[src/difm_pkg.sv]
// constants, codes, register map and command carrier of the input function mapper
package difm_pkg;

  localparam int NUM_IN      = 5;
  localparam int FSEL_W      = 5;
  localparam int EMERG_INPUT = 2;

  // function codes
  localparam logic [4:0] FN_UNUSED    = 5'h00;
  localparam logic [4:0] FN_START_STOP = 5'h01;
  localparam logic [4:0] FN_START_3W  = 5'h02;
  localparam logic [4:0] FN_STOP_3W   = 5'h03;
  localparam logic [4:0] FN_GEN_EN    = 5'h04;
  localparam logic [4:0] FN_SITE      = 5'h05;
  localparam logic [4:0] FN_JOG       = 5'h06;
  localparam logic [4:0] FN_DIR       = 5'h07;
  localparam logic [4:0] FN_NO_FAULT  = 5'h08;
  localparam logic [4:0] FN_NO_ALARM  = 5'h09;
  localparam logic [4:0] FN_BRAKE     = 5'h0A;
  localparam logic [4:0] FN_RESET     = 5'h0B;
  localparam logic [4:0] FN_LOAD_USER = 5'h0C;
  localparam logic [4:0] FN_EMERG     = 5'h0E;
  localparam logic [4:0] FN_LAST_STD  = 5'h0C;
  localparam logic [4:0] FN_MAX       = 5'h10;

  // reset values of the selectors
  localparam logic [4:0] FSEL1_RST  = 5'h02;
  localparam logic [4:0] FSEL2_RST  = 5'h03;
  localparam logic [4:0] FSELX_RST  = 5'h00;

  // register byte addresses
  localparam logic [7:0] ADDR_FSEL0   = 8'h00;
  localparam logic [7:0] ADDR_INSTAT  = 8'h14;
  localparam logic [7:0] ADDR_IRQSTAT = 8'h18;
  localparam logic [7:0] ADDR_IRQMASK = 8'h1C;
  localparam logic [7:0] ADDR_CMDSTAT = 8'h20;

  // interrupt status bits
  localparam int IRQ_W          = 7;
  localparam int IRQ_START      = 0;
  localparam int IRQ_STOP       = 1;
  localparam int IRQ_FAULT_RST  = 2;
  localparam int IRQ_LOAD1      = 3;
  localparam int IRQ_LOAD2      = 4;
  localparam int IRQ_EXT_FAULT  = 5;
  localparam int IRQ_EXT_ALARM  = 6;
  localparam logic [IRQ_W-1:0] IRQ_MASK_RST = 7'h00;

  localparam logic [1:0] RESP_OKAY   = 2'h0;
  localparam logic [1:0] RESP_SLVERR = 2'h2;

  // debounce time and its cycle count
  localparam int CLK_FREQ_MHZ     = 100;
  localparam int DEBOUNCE_TIME_US = 10000;
  localparam int DEBOUNCE_CYCLES  = DEBOUNCE_TIME_US * CLK_FREQ_MHZ;

  typedef struct packed {
    logic run_level;
    logic start_pulse;
    logic stop_pulse;
    logic gen_enable;
    logic coast_stop;
    logic command_site_select;
    logic jog_enable;
    logic forward_contactor;
    logic reverse_contactor;
    logic ext_fault;
    logic ext_alarm;
    logic brake_permit;
    logic fault_reset;
    logic load_user1;
    logic load_user2;
    logic emerg_run;
  } difm_cmd_t;

  localparam difm_cmd_t CMD_RST = 16'h1110;

endpackage

[src/difm_top.sv]
// digital input function mapper with its register slave and interrupt
//
// Design decisions made here: the AXI4-Lite slave port and the placing of the registers.
`timescale 1ns/1ns
// Behaviour
// RL1: five selectors 0..16, write only when stopped
// RL2: code 0 only shows input status
// RL3: code 1 closed start, open stop
// RL4: code 2 starts on closing edge
// RL5: code 3 stops on opening edge
// RL6: code 4 enables while closed
// RL7: code 5 open local, closed remote
// RL8: code 7 selects forward or reverse contactor
// RL9: code 8 open raises external fault
// RL10: code 9 open raises external alarm
// RL11: code 10 braking permitted only while closed
// RL12: code 11 closing resets an active fault
// RL13: code 12 close loads set one, open two
// RL14: input three code 14 emergency run
// RL15: code 6 any closed enables jog
// RL16: three-wire start and stop come paired; selector writes do not check the pairing, only the reset values pair them
// RL17: general disable stops at once, no ramp
// RL18: fault reset only on closing edge
// RL19: inputs synchronised and debounced before detection
module difm_top #(
  parameter int DEBOUNCE_CYCLES = difm_pkg::DEBOUNCE_CYCLES
) (
  // clock and control
  input  wire logic              ref_clk,
  input  wire logic              nrst,
  input  wire logic              clk_en,
  // axi4-lite slave
  input  wire logic [7:0]        s_axi_awaddr,
  input  wire logic              s_axi_awvalid,
  output logic                   s_axi_awready,
  input  wire logic [31:0]       s_axi_wdata,
  input  wire logic [3:0]        s_axi_wstrb,
  input  wire logic              s_axi_wvalid,
  output logic                   s_axi_wready,
  output logic [1:0]             s_axi_bresp,
  output logic                   s_axi_bvalid,
  input  wire logic              s_axi_bready,
  input  wire logic [7:0]        s_axi_araddr,
  input  wire logic              s_axi_arvalid,
  output logic                   s_axi_arready,
  output logic [31:0]            s_axi_rdata,
  output logic [1:0]             s_axi_rresp,
  output logic                   s_axi_rvalid,
  input  wire logic              s_axi_rready,
  // field contacts, bit 0 is control_input_one
  input  wire logic [4:0]        control_input,
  // drive state
  input  wire logic              motor_stopped,
  input  wire logic              fault_active,
  // commands and interrupt
  output difm_pkg::difm_cmd_t    cmd,
  output logic                   irq
);
  localparam int N = difm_pkg::NUM_IN;

  generate
    if (N != 5) begin : g_bad_n
      $error("mapper serves exactly five inputs");
    end
  endgenerate

  // reserved codes fall back to unused
  function automatic logic [4:0] eff_code(input int idx, input logic [4:0] code);
    if (code == difm_pkg::FN_EMERG && idx == difm_pkg::EMERG_INPUT) begin
      return code;
    end else if (code > difm_pkg::FN_LAST_STD) begin
      return difm_pkg::FN_UNUSED;
    end else begin
      return code;
    end
  endfunction

  logic [N-1:0][4:0]            fsel_reg;
  logic [difm_pkg::IRQ_W-1:0]   irq_stat_reg;
  logic [difm_pkg::IRQ_W-1:0]   irq_mask_reg;
  logic [N-1:0]                 lvl;
  logic [N-1:0]                 prev_reg;
  logic [N-1:0]                 rise;
  logic [N-1:0]                 fall;
  logic [N-1:0]                 is_run, is_st3, is_sp3, is_gen, is_site, is_jog;
  logic [N-1:0]                 is_dir, is_flt, is_alm, is_brk, is_rst, is_load, is_emg;
  difm_pkg::difm_cmd_t          cmd_next;
  logic [difm_pkg::IRQ_W-1:0]   irq_evt;

  // input conditioning
  for (genvar g = 0; g < N; g++) begin : g_in
    difm_debounce #(
      .CNT_MAX (DEBOUNCE_CYCLES)
    ) u_db (
      .ref_clk (ref_clk),
      .nrst    (nrst),
      .clk_en  (clk_en),
      .raw     (control_input[g]),
      .level   (lvl[g])
    );
  end

  always_ff @(posedge ref_clk) begin
    if (!nrst) begin
      prev_reg <= '0;
    end else if (clk_en) begin
      prev_reg <= lvl;
    end
  end

  assign rise = lvl & ~prev_reg; // RL18
  assign fall = ~lvl & prev_reg;

  // per-input function decode
  always_comb begin
    logic [4:0] c;
    c = '0;
    for (int i = 0; i < N; i++) begin
      c = eff_code(i, fsel_reg[i]);
      is_run[i]  = (c == difm_pkg::FN_START_STOP);
      is_st3[i]  = (c == difm_pkg::FN_START_3W);
      is_sp3[i]  = (c == difm_pkg::FN_STOP_3W);
      is_gen[i]  = (c == difm_pkg::FN_GEN_EN);
      is_site[i] = (c == difm_pkg::FN_SITE);
      is_jog[i]  = (c == difm_pkg::FN_JOG);
      is_dir[i]  = (c == difm_pkg::FN_DIR);
      is_flt[i]  = (c == difm_pkg::FN_NO_FAULT);
      is_alm[i]  = (c == difm_pkg::FN_NO_ALARM);
      is_brk[i]  = (c == difm_pkg::FN_BRAKE);
      is_rst[i]  = (c == difm_pkg::FN_RESET);
      is_load[i] = (c == difm_pkg::FN_LOAD_USER);
      is_emg[i]  = (c == difm_pkg::FN_EMERG); // RL14
    end
  end

  // command mapping; unprogrammed functions keep their neutral value
  always_comb begin
    cmd_next                     = difm_pkg::CMD_RST;
    cmd_next.run_level           = |(lvl & is_run); // RL3
    cmd_next.start_pulse         = |(rise & is_st3); // RL4
    cmd_next.stop_pulse          = |(fall & is_sp3); // RL5
    cmd_next.gen_enable          = &(lvl | ~is_gen); // RL6
    cmd_next.coast_stop          = ~cmd_next.gen_enable; // RL17
    cmd_next.command_site_select = |(lvl & is_site); // RL7
    cmd_next.jog_enable          = |(lvl & is_jog); // RL15
    cmd_next.reverse_contactor   = |(lvl & is_dir); // RL8
    cmd_next.forward_contactor   = ~cmd_next.reverse_contactor; // RL8
    cmd_next.ext_fault           = |(~lvl & is_flt); // RL9
    cmd_next.ext_alarm           = |(~lvl & is_alm); // RL10
    cmd_next.brake_permit        = &(lvl | ~is_brk); // RL11
    cmd_next.fault_reset         = |(rise & is_rst) & fault_active; // RL12
    cmd_next.load_user1          = |(rise & is_load) & motor_stopped; // RL13
    cmd_next.load_user2          = |(fall & is_load) & motor_stopped; // RL13
    cmd_next.emerg_run           = |(lvl & is_emg); // RL14
  end

  always_ff @(posedge ref_clk) begin
    if (!nrst) begin
      cmd <= difm_pkg::CMD_RST;
    end else if (clk_en) begin
      cmd <= cmd_next;
    end
  end

  // interrupt events
  always_comb begin
    irq_evt                            = '0;
    irq_evt[difm_pkg::IRQ_START]       = cmd_next.start_pulse;
    irq_evt[difm_pkg::IRQ_STOP]        = cmd_next.stop_pulse;
    irq_evt[difm_pkg::IRQ_FAULT_RST]   = cmd_next.fault_reset;
    irq_evt[difm_pkg::IRQ_LOAD1]       = cmd_next.load_user1;
    irq_evt[difm_pkg::IRQ_LOAD2]       = cmd_next.load_user2;
    irq_evt[difm_pkg::IRQ_EXT_FAULT]   = cmd_next.ext_fault & ~cmd.ext_fault;
    irq_evt[difm_pkg::IRQ_EXT_ALARM]   = cmd_next.ext_alarm & ~cmd.ext_alarm;
  end

  // register slave
  logic        aw_held_reg;
  logic        w_held_reg;
  logic [7:0]  awaddr_reg;
  logic [31:0] wdata_reg;
  logic [3:0]  wstrb_reg;
  logic        wr_fire;
  logic        rd_fire;
  logic        wr_sel_hit;
  logic        wr_ok;
  logic [2:0]  wr_idx;
  logic [31:0] rd_word;
  logic        rd_hit;
  logic        irq_clr;

  assign s_axi_awready = clk_en & ~aw_held_reg;
  assign s_axi_wready  = clk_en & ~w_held_reg;
  assign s_axi_arready = clk_en & ~s_axi_rvalid;
  assign wr_fire       = clk_en & aw_held_reg & w_held_reg & ~s_axi_bvalid;
  assign rd_fire       = s_axi_arvalid & s_axi_arready;
  assign wr_idx        = awaddr_reg[4:2];
  assign wr_sel_hit    = (awaddr_reg[1:0] == 2'h0) && (awaddr_reg[7:5] == 3'h0)
                         && (wr_idx < 3'(N));
  // selectors change only while stopped, and only to a defined code
  assign wr_ok = wr_sel_hit && motor_stopped
                 && (wdata_reg <= 32'(difm_pkg::FN_MAX)); // RL1
  assign irq_clr = rd_fire && (s_axi_araddr == difm_pkg::ADDR_IRQSTAT);

  always_ff @(posedge ref_clk) begin
    if (!nrst) begin
      aw_held_reg <= 1'b0;
      w_held_reg  <= 1'b0;
      awaddr_reg  <= 8'h00;
      wdata_reg   <= 32'h0000_0000;
      wstrb_reg   <= 4'h0;
    end else if (clk_en) begin
      if (s_axi_awvalid && s_axi_awready) begin
        aw_held_reg <= 1'b1;
        awaddr_reg  <= s_axi_awaddr;
      end else if (wr_fire) begin
        aw_held_reg <= 1'b0;
      end
      if (s_axi_wvalid && s_axi_wready) begin
        w_held_reg <= 1'b1;
        wdata_reg  <= s_axi_wdata;
        wstrb_reg  <= s_axi_wstrb;
      end else if (wr_fire) begin
        w_held_reg <= 1'b0;
      end
    end
  end

  always_ff @(posedge ref_clk) begin
    if (!nrst) begin
      s_axi_bvalid <= 1'b0;
      s_axi_bresp  <= difm_pkg::RESP_OKAY;
    end else if (clk_en) begin
      if (wr_fire) begin
        s_axi_bvalid <= 1'b1;
        s_axi_bresp  <= (wr_ok || awaddr_reg == difm_pkg::ADDR_IRQMASK)
                        ? difm_pkg::RESP_OKAY : difm_pkg::RESP_SLVERR;
      end else if (s_axi_bready) begin
        s_axi_bvalid <= 1'b0;
      end
    end
  end

  always_ff @(posedge ref_clk) begin
    if (!nrst) begin
      fsel_reg[0] <= difm_pkg::FSEL1_RST; // RL1
      fsel_reg[1] <= difm_pkg::FSEL2_RST;
      for (int i = 2; i < N; i++) begin
        fsel_reg[i] <= difm_pkg::FSELX_RST;
      end
    end else if (wr_fire && wr_ok && wstrb_reg[0]) begin
      fsel_reg[wr_idx] <= wdata_reg[4:0]; // RL1
    end
  end

  always_ff @(posedge ref_clk) begin
    if (!nrst) begin
      irq_mask_reg <= difm_pkg::IRQ_MASK_RST;
    end else if (wr_fire && awaddr_reg == difm_pkg::ADDR_IRQMASK && wstrb_reg[0]) begin
      irq_mask_reg <= wdata_reg[difm_pkg::IRQ_W-1:0];
    end
  end

  // sticky events, read clears, a new event wins over the clear
  always_ff @(posedge ref_clk) begin
    if (!nrst) begin
      irq_stat_reg <= '0;
    end else if (clk_en) begin
      irq_stat_reg <= (irq_stat_reg & ~{difm_pkg::IRQ_W{irq_clr}}) | irq_evt;
    end
  end

  assign irq = |(irq_stat_reg & irq_mask_reg);

  always_comb begin
    rd_word = 32'h0000_0000;
    rd_hit  = 1'b1;
    case (s_axi_araddr)
      difm_pkg::ADDR_INSTAT:  rd_word = 32'(lvl); // RL2
      difm_pkg::ADDR_IRQSTAT: rd_word = 32'(irq_stat_reg);
      difm_pkg::ADDR_IRQMASK: rd_word = 32'(irq_mask_reg);
      difm_pkg::ADDR_CMDSTAT: rd_word = 32'(cmd);
      default: begin
        if (s_axi_araddr[1:0] == 2'h0 && s_axi_araddr[7:5] == 3'h0
            && s_axi_araddr[4:2] < 3'(N)) begin
          rd_word = 32'(fsel_reg[s_axi_araddr[4:2]]);
        end else begin
          rd_hit = 1'b0;
        end
      end
    endcase
  end

  always_ff @(posedge ref_clk) begin
    if (!nrst) begin
      s_axi_rvalid <= 1'b0;
      s_axi_rdata  <= 32'h0000_0000;
      s_axi_rresp  <= difm_pkg::RESP_OKAY;
    end else if (clk_en) begin
      if (rd_fire) begin
        s_axi_rvalid <= 1'b1;
        s_axi_rdata  <= rd_word;
        s_axi_rresp  <= rd_hit ? difm_pkg::RESP_OKAY : difm_pkg::RESP_SLVERR;
      end else if (s_axi_rready) begin
        s_axi_rvalid <= 1'b0;
      end
    end
  end

  // checks
  AST_SEL_FROZEN: assert property (@(posedge ref_clk) disable iff (!nrst) // RL1
    !motor_stopped |=> $stable(fsel_reg))
    else $error("selector changed while the motor runs");

  AST_SEL_RANGE: assert property (@(posedge ref_clk) disable iff (!nrst) // RL1
    wr_fire && wr_sel_hit && wdata_reg > 32'(difm_pkg::FN_MAX)
    |=> s_axi_bvalid && s_axi_bresp == difm_pkg::RESP_SLVERR)
    else $error("out of range selector write not refused");

  AST_UNUSED_QUIET: assert property (@(posedge ref_clk) disable iff (!nrst) // RL2
    clk_en && fsel_reg == '0 |=> !cmd.start_pulse && !cmd.stop_pulse
    && !cmd.run_level && cmd.gen_enable && !cmd.fault_reset && !cmd.ext_fault)
    else $error("unused inputs produced a command");

  AST_RUN_LEVEL: assert property (@(posedge ref_clk) disable iff (!nrst) // RL3
    clk_en |=> cmd.run_level == $past(|(lvl & is_run)))
    else $error("level start request mismatch");

  AST_START_EDGE: assert property (@(posedge ref_clk) disable iff (!nrst) // RL4
    clk_en && lvl[0] && !prev_reg[0] && fsel_reg[0] == 5'h02 |=> cmd.start_pulse)
    else $error("closing edge on a start input gave no start");

  AST_STOP_EDGE: assert property (@(posedge ref_clk) disable iff (!nrst) // RL5
    clk_en && !lvl[1] && prev_reg[1] && fsel_reg[1] == 5'h03 |=> cmd.stop_pulse)
    else $error("opening edge on a stop input gave no stop");

  AST_COAST: assert property (@(posedge ref_clk) disable iff (!nrst) // RL17
    clk_en && |(~lvl & is_gen) |=> cmd.coast_stop && !cmd.gen_enable)
    else $error("general disable without immediate stop");

  AST_GEN_EN: assert property (@(posedge ref_clk) disable iff (!nrst) // RL6
    clk_en && |(~lvl & is_gen) |=> !cmd.gen_enable)
    else $error("open enable input left drive enabled");

  AST_SITE: assert property (@(posedge ref_clk) disable iff (!nrst) // RL7
    clk_en |=> cmd.command_site_select == $past(|(lvl & is_site)))
    else $error("command site mismatch");

  AST_DIR: assert property (@(posedge ref_clk) disable iff (!nrst) // RL8
    clk_en |=> cmd.reverse_contactor == $past(|(lvl & is_dir))
    && cmd.forward_contactor != cmd.reverse_contactor)
    else $error("contactors not exclusive");

  AST_EXT_FAULT: assert property (@(posedge ref_clk) disable iff (!nrst) // RL9
    clk_en |=> cmd.ext_fault == $past(|(~lvl & is_flt)))
    else $error("external fault mismatch");

  AST_EXT_ALARM: assert property (@(posedge ref_clk) disable iff (!nrst) // RL10
    clk_en |=> cmd.ext_alarm == $past(|(~lvl & is_alm)))
    else $error("external alarm mismatch");

  AST_BRAKE: assert property (@(posedge ref_clk) disable iff (!nrst) // RL11
    clk_en && |(~lvl & is_brk) |=> !cmd.brake_permit)
    else $error("braking permitted with an open brake input");

  AST_FAULT_RESET: assert property (@(posedge ref_clk) disable iff (!nrst) // RL12
    $rose(cmd.fault_reset) |-> $past(fault_active) && $past(|(rise & is_rst)))
    else $error("fault reset without active fault and closing edge");

  AST_RESET_ONCE: assert property (@(posedge ref_clk) disable iff (!nrst) // RL18
    clk_en && |(lvl & prev_reg & is_rst) && !(|(rise & is_rst)) |=> !cmd.fault_reset)
    else $error("held reset input repeated the reset");

  AST_LOAD: assert property (@(posedge ref_clk) disable iff (!nrst) // RL13
    $rose(cmd.load_user1) || $rose(cmd.load_user2) |-> $past(motor_stopped))
    else $error("user set loaded while the motor runs");

  AST_EMERG: assert property (@(posedge ref_clk) disable iff (!nrst) // RL14
    clk_en |=> cmd.emerg_run == $past(lvl[2] && fsel_reg[2] == 5'h0E))
    else $error("emergency run not tied to input three");

  AST_JOG: assert property (@(posedge ref_clk) disable iff (!nrst) // RL15
    clk_en && |(lvl & is_jog) |=> cmd.jog_enable)
    else $error("closed jog input did not enable jog");

endmodule // difm_top

[src/difm_debounce.sv]
// two-flop synchroniser and stability filter for one contact input
`timescale 1ns/1ns
module difm_debounce #(
  parameter int CNT_MAX = difm_pkg::DEBOUNCE_CYCLES
) (
  // clock and control
  input  wire logic ref_clk,
  input  wire logic nrst,
  input  wire logic clk_en,
  // contact
  input  wire logic raw,
  output logic      level
);
  localparam int CW = $clog2(CNT_MAX + 1);

  generate
    if (CNT_MAX < 1) begin : g_bad
      $error("debounce count must be at least one");
    end
  endgenerate

  logic          sync1_reg;
  logic          sync2_reg;
  logic [CW-1:0] cnt_reg;

  always_ff @(posedge ref_clk) begin
    if (!nrst) begin
      sync1_reg <= 1'b0;
      sync2_reg <= 1'b0;
    end else if (clk_en) begin
      sync1_reg <= raw;
      sync2_reg <= sync1_reg;
    end
  end

  // level follows only after it held for the full count
  always_ff @(posedge ref_clk) begin
    if (!nrst) begin
      cnt_reg <= '0;
      level   <= 1'b0;
    end else if (clk_en) begin
      if (sync2_reg == level) begin
        cnt_reg <= '0;
      end else if (cnt_reg == CW'(CNT_MAX - 1)) begin
        cnt_reg <= '0;
        level   <= sync2_reg; // RL19
      end else begin
        cnt_reg <= cnt_reg + 1'b1;
      end
    end
  end

  AST_DEBOUNCE_HOLD: assert property (@(posedge ref_clk) disable iff (!nrst) // RL19
    $changed(level) |-> $past(cnt_reg) == CW'(CNT_MAX - 1) && $past(clk_en))
    else $error("debounced level changed before the count ran out");

endmodule // difm_debounce

[config.mk]
export PLATFORM = sky130hd
export DESIGN_NAME = difm_top
export DESIGN_NICKNAME = d
export VERILOG_FILES = /design/src/difm_pkg.sv /design/src/difm_top.sv /design/src/difm_debounce.sv
export SDC_FILE = /design/constraint.sdc
export NUM_CORES = 1
export LEC_CHECK = 0
export BUFFER_PORTS_ARGS = -buffer_cell sky130_fd_sc_hd__buf_2
export CAP_MARGIN = 10
export CORE_MARGIN = 3
export CORE_UTILIZATION = 60
export CTS_CLUSTER_DIAMETER = 200
export CTS_CLUSTER_SIZE = 30
export DETAILED_ROUTE_END_ITERATION = 16
export GPL_ROUTABILITY_DRIVEN = 1
export PLACE_DENSITY_LB_ADDON = 0.05
export SETUP_SLACK_MARGIN = 0.02
export SLEW_MARGIN = 40
export SYNTH_ARGS = -nofsm -noshare
export SYNTH_HDL_FRONTEND = slang
export SYNTH_HIERARCHICAL = 1
export SYNTH_SLANG_ARGS = --single-unit
[constraint.sdc]
create_clock -name ref_clk -period 6.5 [get_ports ref_clk]
set_clock_uncertainty 0.15 [all_clocks]
set_input_delay 0.975 -clock ref_clk [delete_from_list [all_inputs] [get_ports ref_clk]]
set_output_delay 0.975 -clock ref_clk [all_outputs]
set_load 0.02 [all_outputs]
==> Word level (Yosys, flattened, before mapping) <==
Cells that the tools add are included.
{ "classes": {"n_addsub": 5, "n_lt_le_gt_ge": 11, "n_eq_ne": 81, "n_mux": 34, "bitwise": 49, "n_reduce_logical": 52} }
{ "op_table": {"columns": ["op", "n"], "rows": [
  ["$mux 20", 10],
  ["$eq 5x4->1 const B", 31],
  ["$add 20x1->20 const B", 5],
  ["$eq 20x20->1 const B", 5],
  ["$eq 5x3->1 const B", 20],
  ["$and 5x5->5", 14],
  ["$pmux 16 s4", 1],
  ["$reduce_or 5->1", 12],
  ["$eq 5x2->1 const B", 10],
  ["$mux 5", 9],
  ["$eq 8x5->1 const B", 4],
  ["$le 32x5->1 const B", 1],
  ["$bwmux 25", 1],
  ["$eq 5x1->1 const B", 5],
  ["$gt 5x4->1 const B", 5],
  ["$not 5->5", 4],
  ["$reduce_and 2->1", 8],
  ["$bmux 5 s3", 1],
  ["$demux 5 s3", 1],
  ["$reduce_and 3->1", 5],
  ["$and 7x7->7", 2],
  ["$logic_and 1x1->1", 14],
  ["$not 1->1", 13],
  ["$and 1x1->1", 12],
  ["17 further kinds", 39]
]} }
{ "word_totals": {"regBits": 256, "input_bits": 67, "output_inout_bits": 58, "word_cells": 286} }

==> Longest topological paths before layout <==
Gate-level depths: netlist (run 1).
{ "logic_depth": {"depth_word": 8, "ltp_mapped": 7, "ltp_nobuf": 6} }

==> Modules after synthesis <==
The synthesis (run 1) kept the hierarchy.
{ "by_module_without_submodules": {"columns": ["module", "n_inst", "cells_each", "area_each_um2", "seq_area_each_um2"], "rows": [
  ["difm_top", 1, 737, 6173.4, 2462.4],
  ["difm_debounce", 5, 148, 1227.4, 460.4]
]} }

==> Least setup slack after synthesis (run 1) <==
Ideal clock, no wire load.
{ "synth_path": {"path_type": "input-to-output", "start": "in clk_en", "end": "out s_axi_awready", "t_arrival_ns": 1.623, "required_time_ns": 5.375, "path_slack_ns": 3.752, "path_stages": 2, "n_path_buf": 0, "path_cell_list": "inv_1 > nor2_1"} }
{ "synth_via": {"elab_chain_len": 1} }
{ "synth_rtl": {"columns": ["element", "line", "source"], "rows": [
  ["start: declaration", "difm_top.sv:31", "input wire logic clk_en,"],
  ["$and 1x1->1", "difm_top.sv:192", "assign s_axi_awready = clk_en & ~aw_held_reg;"],
  ["end: declaration", "difm_top.sv:35", "output logic s_axi_awready,"]
]} }
No other way between the ends.

==> Final worst setup path (run 1) <==
Ends and elaborated chain as after synthesis.

==> results of run 1 <==
## worst max path at each step
stage                      start            end
after floorplan           clk_en  s_axi_awready
after global placement    clk_en  s_axi_awready
after detailed placement  clk_en  s_axi_awready
after CTS                 clk_en  s_axi_awready
after global routing      clk_en  s_axi_awready
final                     clk_en  s_axi_awready
## stage by stage
| stage | instances | util | setup slack, ps | hold slack [ps] | cell area (um2) |
|---|---|---|---|---|---|
| after floorplan | 1494 | - | 3750 | 285 | 12400 |
| after global placement | 1772 | 0.647 | 3200 | 300 | 12800 |
| after detailed placement | 1772 | 0.647 | 3170 | 306 | 12800 |
| after CTS | 1784 | 0.661 | 3170 | 323 | 13100 |
| after global routing | 1784 | 0.661 | 3040 | 338 | 13100 |
| final | 1784 | 0.661 | 3170 | 321 | 13100 |
## layout make-up
class	instances	area (um2)	area share
Clock buffer	12	289	0.0221
Inverter	15	56.3	0.00430
Multi-Input combinational cell	1147	7090	0.542
Sequential cell	238	4760	0.364
Tap cell	265	332	0.0253
Timing Repair Buffer	107	551	0.0421
## logic make-up (layout without fill, tap and decap cells)
kind of cell	after synthesis	in the layout	synth area share
mux	74	74	0.0623
buf+inv	109	134	0.0424
simple gates	715	715	0.319
other cells	1	18	0.000305
xor+xnor	10	10	0.00711
flops	238	238	0.387
compound gates	325	325	0.177
fa+ha+maj	5	5	0.00508
## routing by layer
| layer | GRT usage | vias to the layer above | part of all wire |
|---|---|---|---|
| li1 | - | 5434 | - |
| met1 | 0.356 | 5037 | 0.48 |
| met2 | 0.409 | 258 | 0.45 |
| met3 | 0.0270 | 46 | 0.046 |
| met4 | 0.0604 | 0 | 0.024 |
| met5 | 0 | - | 0 |
## power groups by stage
stage	clock network (mW)	registers [mW]	logic [mW]
floorplan	0	1.53	0.145
global placement	0	1.53	0.198
detailed placement	0	1.53	0.200
CTS	0.796	1.50	0.201
global route	0.845	1.50	0.224
finish	0.770	1.50	0.201
## cells in the mapped netlist (all sizes together), types with 5 or more instances
cell type  number
a221oi          6
or2b            5
a22o            5
o22ai           6
mux2i          71
dfxtp         238
inv            15
or4bb           5
nand4b         17
or4             9
xnor2           5
a31oi          39
xor2            5
o21ai          52
nand3b         19
a21boi         55
o311ai          7
nor2b          33
ha              5
and4           10
and3           18
nand2         216
nand4          42
nand3         122
nor3           46
nor3b          15
a21oi          67
and2           12
nor4b           7
nor4           21
buf            26
nor2           74
a21o           58
clkbuf         68
nand2b         31
a2bb2oi         5
## tightest hold or removal path, delay by kind of cell (launching register included)
family,cells,cell delay [ps]
AOI/OAI and AO/OA,1,60
DFF,1,320
and+or+nand+nor,1,50
==> impl_metrics.yaml, run 1 <==
worst_setup_path:
  slowest_delay_ps: 520
  worstPathRequired_ps: 5370
  worst_ep_arrival_time_ps: 2210
  cp_top_family: "buffers and inverters"
  startpoint_type: "input pin"
  cp-end-kind: "output pin"
  cp_slowest_cell: "nor2_1"
  reg2reg_depth: 4
  worstPathCellList: "buf_4, inv_1, nor2_1, buf_2"
  regToRegSetupSlack_ps: 4050
  crit_type: "in2out"
  worstSetupPathDepth: 4
  worst-path-buf-inv: 3
  r2r_end: "fsel_reg[18]$_SDFFE_PN0P_"
  crit_fanout: 15
  r2r-start: "awaddr_reg[0]$_SDFFE_PN0P_"
routing:
  wl_um: 28400
  first_pass_iters: 5
  drc: 0
  postRouteAntennaNets: 0
  drtIter0Drc: 739
  drt-vias-per-instance: 6.04
  wl_per_cell_um: 15.9
  vias: 10800
min_path:
  min_to: "s_axi_rdata[7]$_SDFFE_PN0P_"
  whs_path_depth: 2
  min_from: "s_axi_rdata[7]$_SDFFE_PN0P_"
  hold_path_class: "reg2reg"
final_layout:
  fin_nets: 1592
  n_fill_cell: 1727
  final_common_cell: "dfxtp_1"
  final_cell_mix: "238 x dfxtp_1, 215 x nand2_1, 122 x nand3_1, 101 x buf_2, 74 x nor2_1"
  largest_reg_flops: 100
  drive_gt1_frac: 0.105
  n_antenna_cell: 0
  synthToLayoutAreaGrowth_pct: 6.28
synthesis:
  synth_edf_count: 0
  synth-seq-cells: 238
  syn-cell-area_um2: 12300
  synth.distinct_cells: 68
  synth_top_cell_by_area: "dfxtp_1"
  yosysWarnings: 6
  synth_area_leaders: "dfxtp_1 39%, nand2_1 6.6%, mux2i_1 5.8%"
  synth_top_area_frac: 0.387
  syn_inst: 1477
  async_flop_share: 0
  synth.avg_cell_area_um2: 8.33
  ys_seq_area_frac: 0.387
  synth_ff_type: "dfxtp_1"
sta:
  timing.final.crit_share: 0.512
  hold_violations: 0
  worst_slew_margin_rel: 0.520
  fin_tns_setup_ps: 0
  fmaxAchievable_mhz: 300
  worst_pin_slew_ps: 719
  drv_slew: 0
  setup_violations: 0
  final.min_clock_period_ps: 3330
  grt_setup_unrepaired: "false"
floorplanning:
  die_area_um2: 22300
  io_pins: 125
  num_rows: 51
  die_y_um: 149
  start_util: 0.622
  fp.coreArea_um2: 19800
  die_width_um: 149
global_route:
  grt_max_degree: 76
  antenna_found_initial: 0
  gr-total-overflow: 0
  grt_pass1_vias: 9917
  grt_usage: 0.250
  grt_pass1_wl_um: 47900
power_and_ir_drop:
  p_leak_nw: 4.93
  power_mw: 2.47
  pwr-share-comb: 0.081
  peakVddDrop_mv: 0.190
  power.switching_uw: 597
  power_density_nw_per_um2: 189
  p_sw_frac: 0.242
  p_int_mw: 1.87
  power_frac_clock: 0.312
  seq_power_share: 0.607
placement:
  portBuffers: 103
  place.gp.congestion: 0.932
  hpwl_um: 20100
clocking:
  cts_setup_buffers: 0
  cts_buffers: 11
  cts_sinks: 238
  holdBufCountCts: 0
  clockBufferDepth: 3
  path_clk_slew_ps: 110
  cts_tree: "done"
  htreeDepth: 1
  ctsResizeCount: 0
  clockRootBuffer: "clkbuf_16"
  clk_latency_ps: 490
run_status:
  run_status: "finished, final reports clean"
flow_run:
  cap_violations: 0
Power figures use the tool's default switching activity.
==> inputs of run 2 (changes only) <==
--- a/config.mk
+++ b/config.mk
@@ -8,7 +8,7 @@
 export BUFFER_PORTS_ARGS = -buffer_cell sky130_fd_sc_hd__buf_2
 export CAP_MARGIN = 10
 export CORE_MARGIN = 3
-export CORE_UTILIZATION = 60
+export CORE_UTILIZATION = 54
 export CTS_CLUSTER_DIAMETER = 200
 export CTS_CLUSTER_SIZE = 30
 export DETAILED_ROUTE_END_ITERATION = 16
==> constraint.sdc (replaced) <==
create_clock -name ref_clk -period 3 [get_ports ref_clk]
set_clock_uncertainty 0.15 [all_clocks]
set_input_delay 0.45 -clock ref_clk [delete_from_list [all_inputs] [get_ports ref_clk]]
set_output_delay 0.45 -clock ref_clk [all_outputs]
set_load 0.02 [all_outputs]
==> impl_metrics.yaml, run 2 (synthesis results as in run 1) <==
power_and_ir_drop:
  power_density_nw_per_um2: 407
  seq_power_share: 0.603
  p_int_mw: 4.07
  power_frac_clock: 0.312
  p_sw_frac: 0.244
  p_leak_nw: 4.99
  power.switching_mw: 1.31
  peakVddDrop_mv: 0.396
  pwr-share-comb: 0.084
placement:
  placed_cells: 1798
  place.gp.congestion: 0.930
  portBuffers: 103
  hpwl_um: 20600
floorplanning:
  die_y_um: 157
  fp.coreArea_um2: 22100
  num_rows: 54
  io_pins: 125
  start_util: 0.557
  die_area_um2: 24600
  die_width_um: 157
sta:
  worst_slew_margin_rel: 0.505
  setup_violations: 0
  final.min_clock_period_ps: 2460
  timing.final.crit_share: 0.821
  grt_setup_unrepaired: "false"
  hold_violations: 0
  drv_slew: 0
  worst_pin_slew_ps: 742
  fmaxAchievable_mhz: 406
  fin_tns_setup_ps: 0
global_route:
  grt_usage: 0.225
  antenna_found_initial: 1
  grt_pass1_wl_um: 47200
  grt_max_degree: 90
  gr-total-overflow: 0
  grt_pass1_vias: 9705
run_status:
  run_status: "finished, final reports clean"
routing:
  vias: 10900
  wl_um: 29000
  drt-vias-per-instance: 6.01
  first_pass_iters: 5
  wl_per_cell_um: 16.0
  postRouteAntennaNets: 0
  drc: 0
  drtIter0Drc: 958
final_layout:
  drive_gt1_frac: 0.110
  n_fill_cell: 2027
  fin_nets: 1603
  multi_input_area_um2: 7090
  final_cell_mix: "238 x dfxtp_1, 216 x nand2_1, 122 x nand3_1, 101 x buf_2, 74 x nor2_1"
  synthToLayoutAreaGrowth_pct: 7.28
  seqCellArea_um2: 4760
  stdcell_count: 1810
  final_common_cell: "dfxtp_1"
  largest_reg_flops: 100
  n_antenna_cell: 0
worst_setup_path:
  reg2reg_depth: 4
  crit_fanout: 6
  r2r-start: "awaddr_reg[0]$_SDFFE_PN0P_"
  worstPathRequired_ps: 3260
  regToRegSetupSlack_ps: 540
  cp-end-kind: "flop"
  crit_type: "reg2reg"
  startpoint_type: "flop"
  r2r_end: "fsel_reg[21]$_SDFFE_PN0P_"
  worst_ep_arrival_time_ps: 2720
clocking:
  holdBufCountCts: 0
  clockBufferDepth: 3
  clockRootBuffer: "clkbuf_16"
  cts_buffers: 11
  ctsResizeCount: 0
  htreeDepth: 1
  cts_tree: "done"
  clk_latency_ps: 480
  cts_setup_buffers: 0
  cts_sinks: 238
  path_clk_slew_ps: 120
flow_run:
  cap_violations: 0
min_path:
  hold_path_class: "in2reg"
  min_from: "control_input[2]"
  whs_path_depth: 3
  min_to: "g_in[2].u_db/sync1_reg$_SDFFE_PN0P_"
-- run 2: changes by cell type in the layout (fill, tap and decap cells not counted), sizes merged --
cell  previous run  this run
buf            107       118
-- run 2: worst max-delay path, cell delays in order, from the launching register on --
cell and delay (ps):
dfxtp_1 330, or4_4 530, or4_4 630, nor4_4 500, mux2i_1 250
-- run 2: layer usage --
layer | GRT usage | part of all wire
met5 | 0 | 0
met4 | 0.0567 | 0.023
met3 | 0.0220 | 0.052
met2 | 0.365 | 0.46
met1 | 0.323 | 0.46
-- run 2: power by group through the flow --
stage	clock network (mW)	registers [mW]	logic, mW
2_1_floorplan	0	3.32	0.314
3_3_place_gp	0	3.32	0.449
3_5_place_dp	0	3.32	0.455
4_1_cts	1.74	3.24	0.456
5_1_grt	1.83	3.25	0.502
6_report	1.68	3.24	0.454
-- run 2: layout make-up --
type / instances / share of cell area
Inverter: 15 / 0.00426
Tap cell: 280 / 0.0265
Sequential cell: 238 / 0.361
Timing Repair Buffer: 118 / 0.0498
Multi-Input combinational cell: 1147 / 0.537
Clock buffer: 12 / 0.0219
-- run 2: per-stage QoR --
stage | worst slack (ps) | hold WS, ps | area (um2) | utilization | total power, mW
global placement | 472 | 298 | 12900 | 0.585 | 3.76
floorplan | 702 | 285 | 12400 | - | 3.64
finish | 537 | 54.4 | 13200 | 0.598 | 5.38
CTS | 526 | 41.1 | 13200 | 0.598 | 5.44
global route | 416 | 54.7 | 13200 | 0.598 | 5.59
detailed placement | 379 | 307 | 12900 | 0.585 | 3.77
-- run 2: worst max-delay path by stage --
stage,startpoint,end,slack [ps],cells past startpoint
2_1_floorplan,awaddr_reg[0]$_SDFFE_PN0P_,fsel_reg[15]$_SDFFE_PN0P_,700,5
3_3_place_gp,clk_en,fsel_reg[9]$_SDFFE_PN0P_,470,6
3_5_place_dp,motor_stopped,fsel_reg[21]$_SDFFE_PN0P_,380,6
4_1_cts,awaddr_reg[0]$_SDFFE_PN0P_,fsel_reg[21]$_SDFFE_PN0P_,530,4
5_1_grt,awaddr_reg[0]$_SDFFE_PN0P_,fsel_reg[18]$_SDFFE_PN0P_,420,4
6_report,awaddr_reg[0]$_SDFFE_PN0P_,fsel_reg[21]$_SDFFE_PN0P_,540,4
==> inputs of run 3 (changes only) <==
--- a/config.mk
+++ b/config.mk
@@ -5,6 +5,7 @@
 export SDC_FILE = /design/constraint.sdc
 export NUM_CORES = 1
 export LEC_CHECK = 0
+export ABC_AREA = 1
 export BUFFER_PORTS_ARGS = -buffer_cell sky130_fd_sc_hd__buf_2
 export CAP_MARGIN = 10
 export CORE_MARGIN = 3
==> constraint.sdc (replaced) <==
create_clock -name ref_clk -period 2.1 [get_ports ref_clk]
set_clock_uncertainty 0.15 [all_clocks]
set_input_delay 0.315 -clock ref_clk [delete_from_list [all_inputs] [get_ports ref_clk]]
set_output_delay 0.315 -clock ref_clk [all_outputs]
set_load 0.02 [all_outputs]
==> impl_metrics.yaml, run 3 <==
sta:
  whs_ps: -2.64
  grt_setup_unrepaired: "true"
  worst_slack_ps: 85.5
  worst_slew_margin_rel: 0.527
  fmaxAchievable_mhz: 496
  final.min_clock_period_ps: 2010
  setup_violations: 0
  timing.final.crit_share: 0.959
  worst_pin_slew_ps: 708
  drv_slew: 0
  hold_violations: 1
placement:
  place.gp.congestion: 0.968
  portBuffers: 103
  dpl_worst_slack_ps: 187
  hpwl_um: 24900
routing:
  wl_um: 34100
  vias: 12900
  wl_per_cell_um: 13.9
  postRouteAntennaNets: 0
  drt-vias-per-instance: 5.24
  drtIter0Drc: 931
  first_pass_iters: 6
  drc: 0
worst_setup_path:
  crit_type: "reg2out"
  startpoint_type: "flop"
  critPathLaunch: "irq_stat_reg[6]$_SDFFE_PN0P_"
  cp-end-kind: "output pin"
  crit_end: "irq"
  r2r_end: "cmd[14]$_SDFFE_PN0P_"
  crit_fanout: 3
  r2r-start: "fsel_reg[19]$_SDFFE_PN0P_"
  worst_ep_arrival_time_ps: 1550
  worstPathRequired_ps: 1630
  reg2reg_depth: 7
  regToRegSetupSlack_ps: 150
synthesis:
  syn_inst: 1989
  synth.most_common_cell: "nand2_1"
  synth_common_cells: "527 x nand2_1, 238 x dfxtp_1, 233 x nor2_1"
  async_flop_share: 0
  ys_seq_area_frac: 0.362
  synth_top_area_frac: 0.362
  yosysWarnings: 6
  synth_ff_type: "dfxtp_1"
  synth.distinct_cells: 42
  synth-seq-cells: 238
  synth_area_leaders: "dfxtp_1 36%, nand2_1 15%, nor2_1 6.6%"
  syn-cell-area_um2: 13200
  synth_edf_count: 0
  synth_top_cell_by_area: "dfxtp_1"
  synth.avg_cell_area_um2: 6.62
global_route:
  grt_max_degree: 65
  antenna_found_initial: 1
  grt_pass1_vias: 11600
  grt_usage: 0.250
  gr-total-overflow: 0
  grt_pass1_wl_um: 55700
floorplanning:
  start_util: 0.556
  num_rows: 56
  die_y_um: 162
  die_width_um: 162
  die_area_um2: 26300
  fp.coreArea_um2: 23700
  io_pins: 125
run_status:
  run_status: "complete, but fails checks"
  violations: "negative hold slack"
final_layout:
  largest_reg_flops: 100
  seqCellArea_um2: 4770
  synthToLayoutAreaGrowth_pct: 13.7
  drive_gt1_frac: 0.158
  n_antenna_cell: 0
  utilization: 0.632
  final_cell_mix: "527 x nand2_1, 236 x dfxtp_1, 233 x nor2_1, 191 x inv_1, 161 x a21oi_1"
  n_fill_cell: 2301
  multi_input_area_um2: 7300
  final_common_cell: "nand2_1"
  fin_nets: 2212
power_and_ir_drop:
  power_density_nw_per_um2: 533
  peakVddDrop_mv: 0.600
  p_leak_nw: 5.85
flow_run:
  cap_violations: 0
clocking:
  path_clk_slew_ps: 120
  cts_tree: "done"
  clk_latency_ps: 480
  clockBufferDepth: 3
  cts_buffers: 11
  clockRootBuffer: "clkbuf_16"
  cts_sinks: 238
  htreeDepth: 1
min_path:
  hold_path_class: "in2reg"
==> run 3: cell types whose count changed in the layout (fill, tap and decap cells not counted), sizes merged, moves of 58 or more <==
cell and change:
nor2 +195, a21o -58, mux2i -71, o21ai +68, nand2 +366, a21oi +149, inv +184
==> run 3: kinds of logic (layout without fill, tap and decap cells) <==
logic type	after synthesis	after routing	share of synthesized area
flip-flops	238	238	0.362
AND/OR/NAND/NOR	1069	1069	0.361
XOR/XNOR	30	30	0.0200
other	1	18	0.000285
adder cells (fa/ha/maj)	5	5	0.00475
AO/OA/AOI/OAI	368	368	0.164
buffers and inverters	278	411	0.0881
==> run 3: final cells by class <==
type                       instances  share of cell area
tap                              319              0.0267
sequential                       238               0.319
inverter                         200              0.0502
timing repair buffer             199              0.0969
clock buffer                      12              0.0193
multi-input combinational       1490               0.488
==> run 3: what timing repair did <==
action / 4_1_cts / 5_1_grt
endpoints found under the setup margin: 1 / 1
hold buffers: 48 / 0
gates cloned: 0 / 0
pin swaps: 1 / 2
buffers inserted: 1 / 0
gates resized for setup: 3 / 1
endpoints found under the hold margin: 49 / 0
==> run 3: report_power, final <==
part           internal (mW)  leakage (nW)  switching (mW)
logic                  0.313          3.78           0.547
registers               4.61          1.93          0.0689
clock network          0.996         0.143            1.44
==> run 3: critical path, cell delays in order (launching register included) <==
cell and delay, ps:
dfxtp_2 350, a22o_1 240, a221oi_2 160, nand4_1 140, buf_4 190
==> run 3: through the flow <==
stage / TNS [ps] / instances / power, mW / area, um2
after CTS: 0 / 2458 / 8.03 / 15000
after detailed placement: 0 / 2397 / 5.57 / 14200
after floorplan: 0 / 2006 / 5.30 / 13200
after global placement: 0 / 2397 / 5.56 / 14200
after global routing: -12.4 / 2458 / 8.30 / 15000
final: 0 / 2458 / 7.98 / 15000
==> run 3: worst min path at each step <==
| stage | startpoint | end | slack, ps | depth (start not counted) |
|---|---|---|---|---|
| floorplan | awaddr_reg[1]$_SDFFE_PN0P_ | awaddr_reg[1]$_SDFFE_PN0P_ | 280 | 2 |
| global placement | awaddr_reg[5]$_SDFFE_PN0P_ | awaddr_reg[5]$_SDFFE_PN0P_ | 290 | 2 |
| detailed placement | awaddr_reg[5]$_SDFFE_PN0P_ | awaddr_reg[5]$_SDFFE_PN0P_ | 290 | 2 |
| CTS | s_axi_wdata[0] | wdata_reg[0]$_SDFFE_PN0P_ | 0.6 | 3 |
| global route | s_axi_wdata[0] | wdata_reg[0]$_SDFFE_PN0P_ | 6 | 3 |
| finish | s_axi_wdata[0] | wdata_reg[0]$_SDFFE_PN0P_ | -3 | 3 |
==> run 3: per-layer routing <==
layer,GRT usage,up-vias,wire (um)
met3,0.0230,50,1330
met4,0.0527,2,620
met5,0,-,13
met2,0.431,238,16100
met1,0.344,5912,16000
li1,-,6674,-
